--- src/inc/rfrc_map.svh ---
`ifndef RFRC_MAP_SVH
`define RFRC_MAP_SVH

// register addresses on the management port
`define RFRC_CTRL_ADDR   8'hB3
`define RFRC_STAT_ADDR   8'hD3

// reset values
`define RFRC_CTRL_RST    8'h00
`define RFRC_STAT_RST    8'h00

// response field positions in the control register
`define RFRC_GD_OV_LSB   0
`define RFRC_GD_UV_LSB   2
`define RFRC_BI_OV_LSB   4
`define RFRC_BI_UV_LSB   6
`define RFRC_FIELD_W     2

// fault status bit positions in the second status register
`define RFRC_ST_GD_OV    2
`define RFRC_ST_GD_UV    4
`define RFRC_ST_BI_OV    0
`define RFRC_ST_BI_UV    1

// hiccup restart delay, in ms, and the cycles it takes
`define RFRC_HICCUP_MS   500
`define RFRC_CLK_KHZ     125000
`define RFRC_HICCUP_CYC  (`RFRC_HICCUP_MS * `RFRC_CLK_KHZ)

`endif

--- src/inc/rfrc_pkg.sv ---
package rfrc_pkg;

   // response codes of one two-bit field
   typedef enum logic [1:0] {
      RESP_FLAG     = 2'h0,
      RESP_HICCUP   = 2'h1,
      RESP_LATCH    = 2'h2,
      RESP_FLAG_ALT = 2'h3
   } rfrc_resp_type;

   // per-channel response state, one-hot
   typedef enum logic [2:0] {
      ST_RUN = 3'h1,
      ST_HIC = 3'h2,
      ST_LAT = 3'h4
   } rfrc_chan_st_type;

   // full state of one response channel
   typedef struct packed {
      rfrc_chan_st_type st;
      logic [31:0]      cnt;
   } rfrc_chan_state_type;

   // full state of the register bank top
   typedef struct packed {
      logic [7:0] sync1;
      logic [7:0] sync2;
      logic [1:0] en_prev;
      logic [7:0] ctrl;
      logic [7:0] status;
      logic [7:0] rdata;
      logic       sw_en;
      logic       flag_n;
      logic       flag_oe;
   } rfrc_top_state_type;

endpackage

--- src/rfrc_chan.sv ---
`timescale 1ns/1ns
`include "rfrc_map.svh"

module rfrc_chan
   import rfrc_pkg::*;
#(
   parameter int HIC_CYCLES = `RFRC_HICCUP_CYC
)
(
   // clock, reset, enable
   input  wire logic             clk_sys_i,
   input  wire logic             rst_n_i,
   input  wire logic             ce_i,
   // fault and selected response
   input  wire logic             fault_i,
   input  wire rfrc_resp_type    code_i,
   input  wire logic             clr_latch_i,
   // switching stop request
   output logic                  stop_o
);

   rfrc_chan_state_type r;
   rfrc_chan_state_type next_r;

   localparam logic [31:0] HIC_LAST = 32'(HIC_CYCLES - 1);

   // response sequencing
   always_comb
   begin
      next_r = r;
      if (ce_i)
      begin
         case (r.st)
            ST_RUN:
            begin
               // flag-only codes leave switching alone
               if (fault_i && code_i == RESP_HICCUP)
               begin
                  next_r.st  = ST_HIC;
                  next_r.cnt = 32'h0;
               end
               else if (fault_i && code_i == RESP_LATCH)
                  next_r.st = ST_LAT;
            end
            ST_HIC:
            begin
               // delay counts only once the fault has gone
               if (fault_i)
                  next_r.cnt = 32'h0;
               else if (r.cnt == HIC_LAST)
               begin
                  next_r.st  = ST_RUN;
                  next_r.cnt = 32'h0;
               end
               else
                  next_r.cnt = r.cnt + 32'h1;
            end
            ST_LAT:
            begin
               // only a toggle of an enable pin releases it
               if (clr_latch_i)
                  next_r.st = ST_RUN;
            end
            default:
               next_r.st = ST_RUN;
         endcase
      end
   end

   always_ff @(posedge clk_sys_i)
   begin
      if (!rst_n_i)
      begin
         r.st  <= ST_RUN;
         r.cnt <= 32'h0;
      end
      else
         r <= next_r;
   end

   assign stop_o = (r.st != ST_RUN);
endmodule

--- src/rfrc_top.sv ---
// Summary of operation
// - control register is one byte, fully read/write, reset to zero.
// - bits 1:0 select the gate-drive rail overvoltage response.
// - bits 3:2 select the gate-drive rail undervoltage response.
// - bits 5:4 and 7:6 select bias rail over/undervoltage responses.
// - fields apply only when the global individual-response enable is set.
// - with global enable clear, the mode pin setting picks the response.
// - gate-drive overvoltage sets status bit 2 and pulls the flag low.
// - gate-drive undervoltage sets status bit 4 and pulls the flag low.
// - code 00 only records and flags; switching keeps running.
// - code 01 stops switching, restarts 500 ms after the fault clears.
// - code 10 stops switching and never restarts by itself.
// - code 11 behaves exactly like code 00.
`timescale 1ns/1ns
`include "rfrc_map.svh"

module rfrc_top
   import rfrc_pkg::*;
#(
   parameter int HIC_CYCLES = `RFRC_HICCUP_CYC,
   parameter int N_CHAN     = 4
)
(
   // clock, reset, enable
   input  wire logic             clk_sys_i,
   input  wire logic             rst_n_i,
   input  wire logic             ce_i,
   // register port from the management interface
   input  wire logic [7:0]       reg_addr_i,
   input  wire logic             reg_wr_i,
   input  wire logic [7:0]       reg_wdata_i,
   input  wire logic             reg_rd_i,
   output logic [7:0]            reg_rdata_o,
   // global individual-response enable from the general control reg
   input  wire logic             global_resp_en_i,
   // asynchronous pins: comparators, mode setting, enables
   input  wire logic [N_CHAN-1:0] fault_cmp_i,
   input  wire logic [1:0]       mode_resp_i,
   input  wire logic             sw_en_pin_i,
   input  wire logic             chip_en_pin_i,
   // converter switching permission
   output logic                  switch_en_o,
   // open-drain fault flag
   output logic                  fault_flag_n_o,
   output logic                  fault_flag_oe_o
);

   // sync vector layout
   localparam int SY_MODE = N_CHAN;
   localparam int SY_SW   = N_CHAN + 2;
   localparam int SY_CE   = N_CHAN + 3;

   rfrc_top_state_type r;
   rfrc_top_state_type next_r;

   rfrc_resp_type     code_w [N_CHAN];
   logic [N_CHAN-1:0] stop_w;
   logic [N_CHAN-1:0] fault_w;
   logic              toggle_w;
   logic [7:0]        set_w;

   // status bit that each channel reports into
   function automatic int stat_bit(input int ch);
      case (ch)
         0:       stat_bit = `RFRC_ST_GD_OV;
         1:       stat_bit = `RFRC_ST_GD_UV;
         2:       stat_bit = `RFRC_ST_BI_OV;
         default: stat_bit = `RFRC_ST_BI_UV;
      endcase
   endfunction

   // lsb of each channel's field in the control register
   function automatic int field_lsb(input int ch);
      case (ch)
         0:       field_lsb = `RFRC_GD_OV_LSB;
         1:       field_lsb = `RFRC_GD_UV_LSB;
         2:       field_lsb = `RFRC_BI_OV_LSB;
         default: field_lsb = `RFRC_BI_UV_LSB;
      endcase
   endfunction

   // comparators read only after the second sync stage
   assign fault_w  = r.sync2[N_CHAN-1:0];
   // either enable pin changing level releases latch-off
   assign toggle_w = (r.sync2[SY_CE:SY_SW] != r.en_prev);

   genvar gi;
   generate
      for (gi = 0; gi < N_CHAN; gi++)
      begin : g_chan
         // register field or mode pin, as the global enable decides
         assign code_w[gi] = global_resp_en_i
            ? rfrc_resp_type'(r.ctrl[field_lsb(gi) +: `RFRC_FIELD_W])
            : rfrc_resp_type'(r.sync2[SY_MODE +: 2]);
         // every response code records the fault
         assign set_w[stat_bit(gi)] = fault_w[gi];

         rfrc_chan #(
            .HIC_CYCLES (HIC_CYCLES)
         ) u_chan (
            .clk_sys_i   (clk_sys_i),
            .rst_n_i     (rst_n_i),
            .ce_i        (ce_i),
            .fault_i     (fault_w[gi]),
            .code_i      (code_w[gi]),
            .clr_latch_i (toggle_w),
            .stop_o      (stop_w[gi])
         );
      end
      // unused status positions never set
      for (gi = 0; gi < 8; gi++)
      begin : g_unused
         if (gi != `RFRC_ST_GD_OV && gi != `RFRC_ST_GD_UV &&
             gi != `RFRC_ST_BI_OV && gi != `RFRC_ST_BI_UV)
         begin : g_zero
            assign set_w[gi] = 1'b0;
         end
      end
   endgenerate

   // register bank and outputs
   always_comb
   begin
      next_r = r;
      if (ce_i)
      begin
         // two-stage synchroniser on every pin input
         next_r.sync1   = {chip_en_pin_i, sw_en_pin_i, mode_resp_i,
                           fault_cmp_i};
         next_r.sync2   = r.sync1;
         next_r.en_prev = r.sync2[SY_CE:SY_SW];
         // control byte takes every bit written
         if (reg_wr_i && reg_addr_i == `RFRC_CTRL_ADDR)
            next_r.ctrl = reg_wdata_i;
         // write one to clear; a fault in the same cycle still sets
         if (reg_wr_i && reg_addr_i == `RFRC_STAT_ADDR)
            next_r.status = (r.status & ~reg_wdata_i) | set_w;
         else
            next_r.status = r.status | set_w;
         // read data; unmapped addresses answer zero
         if (reg_rd_i)
         begin
            if (reg_addr_i == `RFRC_CTRL_ADDR)
               next_r.rdata = r.ctrl;
            else if (reg_addr_i == `RFRC_STAT_ADDR)
               next_r.rdata = r.status;
            else
               next_r.rdata = 8'h00;
         end
         // any channel in hiccup or latch-off stops switching
         next_r.sw_en   = ~|stop_w;
         // flag pulled low while any fault is on record
         next_r.flag_oe = |r.status;
         next_r.flag_n  = ~|r.status;
      end
   end

   always_ff @(posedge clk_sys_i)
   begin
      if (!rst_n_i)
      begin
         // enable pins idle high; matching levels avoid a false toggle
         r.sync1   <= 8'hC0;
         r.sync2   <= 8'hC0;
         r.en_prev <= 2'h3;
         r.ctrl    <= `RFRC_CTRL_RST;
         r.status  <= `RFRC_STAT_RST;
         r.rdata   <= 8'h00;
         r.sw_en   <= 1'b1;
         r.flag_n  <= 1'b1;
         r.flag_oe <= 1'b0;
      end
      else
         r <= next_r;
   end

   // all outputs are flops of the state
   assign reg_rdata_o     = r.rdata;
   assign switch_en_o     = r.sw_en;
   assign fault_flag_n_o  = r.flag_n;
   assign fault_flag_oe_o = r.flag_oe;
endmodule
--- config.mk ---
export PLATFORM = sky130hd
export DESIGN_NAME = rfrc_top
export DESIGN_NICKNAME = d
export VERILOG_FILES = /design/src/inc/rfrc_pkg.sv /design/src/rfrc_chan.sv /design/src/rfrc_top.sv
export VERILOG_INCLUDE_DIRS = /design/src /design/src/inc
export SDC_FILE = /design/constraint.sdc
export NUM_CORES = 1
export LEC_CHECK = 0
export ABC_AREA = 1
export BUFFER_PORTS_ARGS = -buffer_cell sky130_fd_sc_hd__buf_2
export CORE_UTILIZATION = 35
export DETAILED_ROUTE_END_ITERATION = 7
export GPL_ROUTABILITY_DRIVEN = 0
export GPL_TIMING_DRIVEN = 0
export PLACE_DENSITY_LB_ADDON = 0.15
export RECOVER_POWER = 25
export SKIP_CTS_REPAIR_TIMING = 1
export SYNTH_ARGS = -nofsm -noshare
export SYNTH_HDL_FRONTEND = slang
export SYNTH_SLANG_ARGS = --single-unit
--- constraint.sdc ---
create_clock -name clk_sys_i -period 2.15 [get_ports clk_sys_i]
set_input_delay 0.1075 -clock clk_sys_i [delete_from_list [all_inputs] [get_ports clk_sys_i]]
set_output_delay 0.1075 -clock clk_sys_i [all_outputs]
set_load 0.02 [all_outputs]
==> flow_summary_export.csv <==
group,metric,value,unit
critical_path,end_kind,"flip-flop",
timing,hold_viol,2,
clock_tree,clk_path_buf_depth,2,
synthesis,synth_cell_types,39,
pwr,cellLeakagePower,4.85,nW
synthesis,syn_avg_cell_area,6.19,um^2
status,violations,"hold timing",
critical_path,cp_slowest_cell,"dfxtp_1",
grt,antenna_found_initial,0,
pwr,power,10.5,mW
critical_path,cp_max_fo,10,
critical_path,required,2.48,ns
grt,grt_usage,0.195,
drt,vias_per_cell,4.83,
synthesis,synth_area_leaders,"dfxtp_1 (34%), nand2_1 (16%), nor2_1 (12%)",
job,cap_violations,0,
pwr,p_seq_frac,0.361,
placed_design,dp_slack,0.121,ns
timing,fin_worst_skew,0.00918,ns
floorplanning,io_pins,41,
hold_path,min_path_type,"in -> reg",
synthesis,yosysMostFrequentCell,"nand2_1",
synthesis,yosysTopAreaCellShare,0.344,
drt,post-route-drc-count,0,
clock_tree,clock-sinks,185,
synthesis,synth_area_leader_cell,"dfxtp_1",
clock_tree,cts_htree_levels,4,
placed_design,placed_cell_area,11500,um^2
drt,avgRoutedWirePerCell,13.3,um
status,status,"finished, violations left",
pwr,clkPwrFrac,0.348,
drt,num_vias,10730,
placed_design,place.detailed.hpwl,21.9,mm
floorplanning,fp.coreArea,30000,um^2
timing,fmax,0.523,GHz
timing,setup_violations,0,
floorplanning,die_h,178,um
synthesis,synth_warnings,0,
floorplanning,die_w,178,um
drt,antenna_left,0,
floorplanning,die_area,31500,um^2
pwr,ir_drop,0.000660,V
synthesis,syn-num-nets,1775,
timing,rsz0062_at_grt,"no",
clock_tree,cts-buffers-inserted,17,
cells_and_area,drive_gt1_frac,0.0836,
timing,fin_crit_sh,0.890,
timing,final.setup.tns,0,ns
grt,grt_pass1_wl,49.5,mm
synthesis,synth-seq-cells,185,
grt,grt_pass1_vias,10149,
timing,max_slew.worst_pin.slew,0.691,ns
critical_path,cp_cell_sequence,"ha_1 > nand2_1 > nor2_1 > nand3_1 > nor2_1 > nand2_1 > nand3_1 > nand2_1 > nand2_1 > buf_2 > nor2_1",
pwr,combPwrFrac,0.292,
grt,overflow,0,
clock_tree,root_buffer,"clkbuf_16",
drt,wl,29.5,mm
synthesis,synth_cells,1741,
clock_tree,clk_pin_slew,0.07,ns
cells_and_area,nets,1851,
floorplanning,initial_core_util,0.360,
drt,drt-initial-drc-count,719,
timing,setup_slack,0.237,ns
clock_tree,cts_tree,"yes",
pwr,pwr_density_cell,854,nW/um^2
placed_design,io_buffers,39,
synthesis,synth_edf_count,0,
synthesis,ys_top_cells_by_count,"nand2_1 (450), nor2_1 (331), inv_1 (238)",
pwr,internal_power,6.69,mW
timing,post-route-min-period,1.91,ns
critical_path,cp_slowest_stage_delay,0.37,ns
critical_path,arrival,2.24,ns
synthesis,yosysSeqAreaShare,0.344,
clock_tree,clk_latency,0.44,ns
synthesis,syn_area,10800,um^2
critical_path,cpMostUsedCell,"nand2_1",
critical_path,critPathLaunchType,"flip-flop",
timing,max-slew-margin-rel,0.539,
synthesis,synthArstFlopShare,0,
synthesis,synth_ff_type,"dfxtp_1",
grt,grt_max_degree,18,
timing,holdWs,-0.0205,ns
cells_and_area,diodes,0,
cells_and_area,stdcell_area,12300,um^2
drt,drtPass1Iterations,5,
pwr,switching_share,0.363,
cells_and_area,syn2layout_area_growth,14.2,%
critical_path,critPathKind,"reg -> reg",
floorplanning,num_rows,63,
timing,final_max_slew_viol_count,0,
pwr,switchingPower,3.82,mW
## power by group through the flow
stage / clock network [mW] / logic (mW) / registers (mW)
floorplan: 0 / 2.19 / 3.84
global placement: 0 / 3.03 / 3.86
detailed placement: 0 / 3.03 / 3.87
CTS: 3.74 / 3.04 / 3.79
global route: 3.89 / 3.41 / 3.82
finish: 3.65 / 3.07 / 3.79
## critical path: cells and delay by family, from the launching register on
family	cells	cell delay, ns
buffers and inverters	1	0.30
and+or+nand+nor	9	0.96
DFF	1	0.37
adders and majority gates	1	0.17
## cell families (layout without fill, tap and decap cells)
group           count (synthesis)  in the layout  share of synthesized area
fa+ha+maj                       4              4                    0.00464
buf+inv                       294            383                      0.116
compound gates                109            109                     0.0567
simple gates                 1114           1114                      0.451
flops                         185            185                      0.344
xor+xnor                       35             35                     0.0284
## worst paths after layout
kind,from,to,slack [ns],cells past startpoint
setup / recovery,g_chan[1].u_chan.r[1],g_chan[1].u_chan.r[23],0.24,11
hold / removal,reg_wdata_i[1],r[20],-0.02,3
setup reg to reg,g_chan[1].u_chan.r[1],g_chan[1].u_chan.r[23],0.24,11
hold reg to reg,r[11],r[11],0.46,2
## registers in the layout, summed over array words and instances, names as in the netlist
signal           cells
fault_flag_n_o       1
fault_flag_oe_o      1
fault_w              4
g_chan.u_chan.r    140
r                   30
reg_rdata_o          8
switch_en_o          1
## metal layers
layer  vias to the layer above  GRT usage  wire length (um)
met1                      4926      0.246             13900
met3                        29     0.0285               781
met5                         -          0                 0
met4                         0     0.0556               433
li1                       5634          -                 -
met2                       141      0.342             14300
## metrics by stage
| step | cells | util |
|---|---|---|
| floorplan | 1741 | - |
| global placement | 2170 | 0.383 |
| detailed placement | 2170 | 0.383 |
| CTS | 2202 | 0.405 |
| global route | 2220 | 0.411 |
| finish | 2220 | 0.411 |
## cell type report
cell class,count,area (um^2)
Buffer,50,334
Sequential cell,185,3700
Fill cell,3275,17600
Timing Repair Buffer,57,352
Clock inverter,14,233
Multi-Input combinational cell,1262,5840
Tap cell,390,488
Clock buffer,18,439
Inverter,244,921
## cell usage in the layout, fill, tap and decap left out, drive strengths merged
master	n
dfxtp	185
xor2	33
nor3b	2
ha	4
nor2	349
a21oi	40
nand2	465
o21bai	9
xnor2	2
clkinv	3
clkbuf	45
o21ai	52
o31ai	1
buf	65
a21o	2
nand3b	1
nor4	3
dlygate4sd3	15
a211oi	4
bufinv	5
inv	249
a31o	1
clkinvlp	1
nor3	44
or2	8
nand4	81
nand3	161
Power figures use the tool's default switching activity.
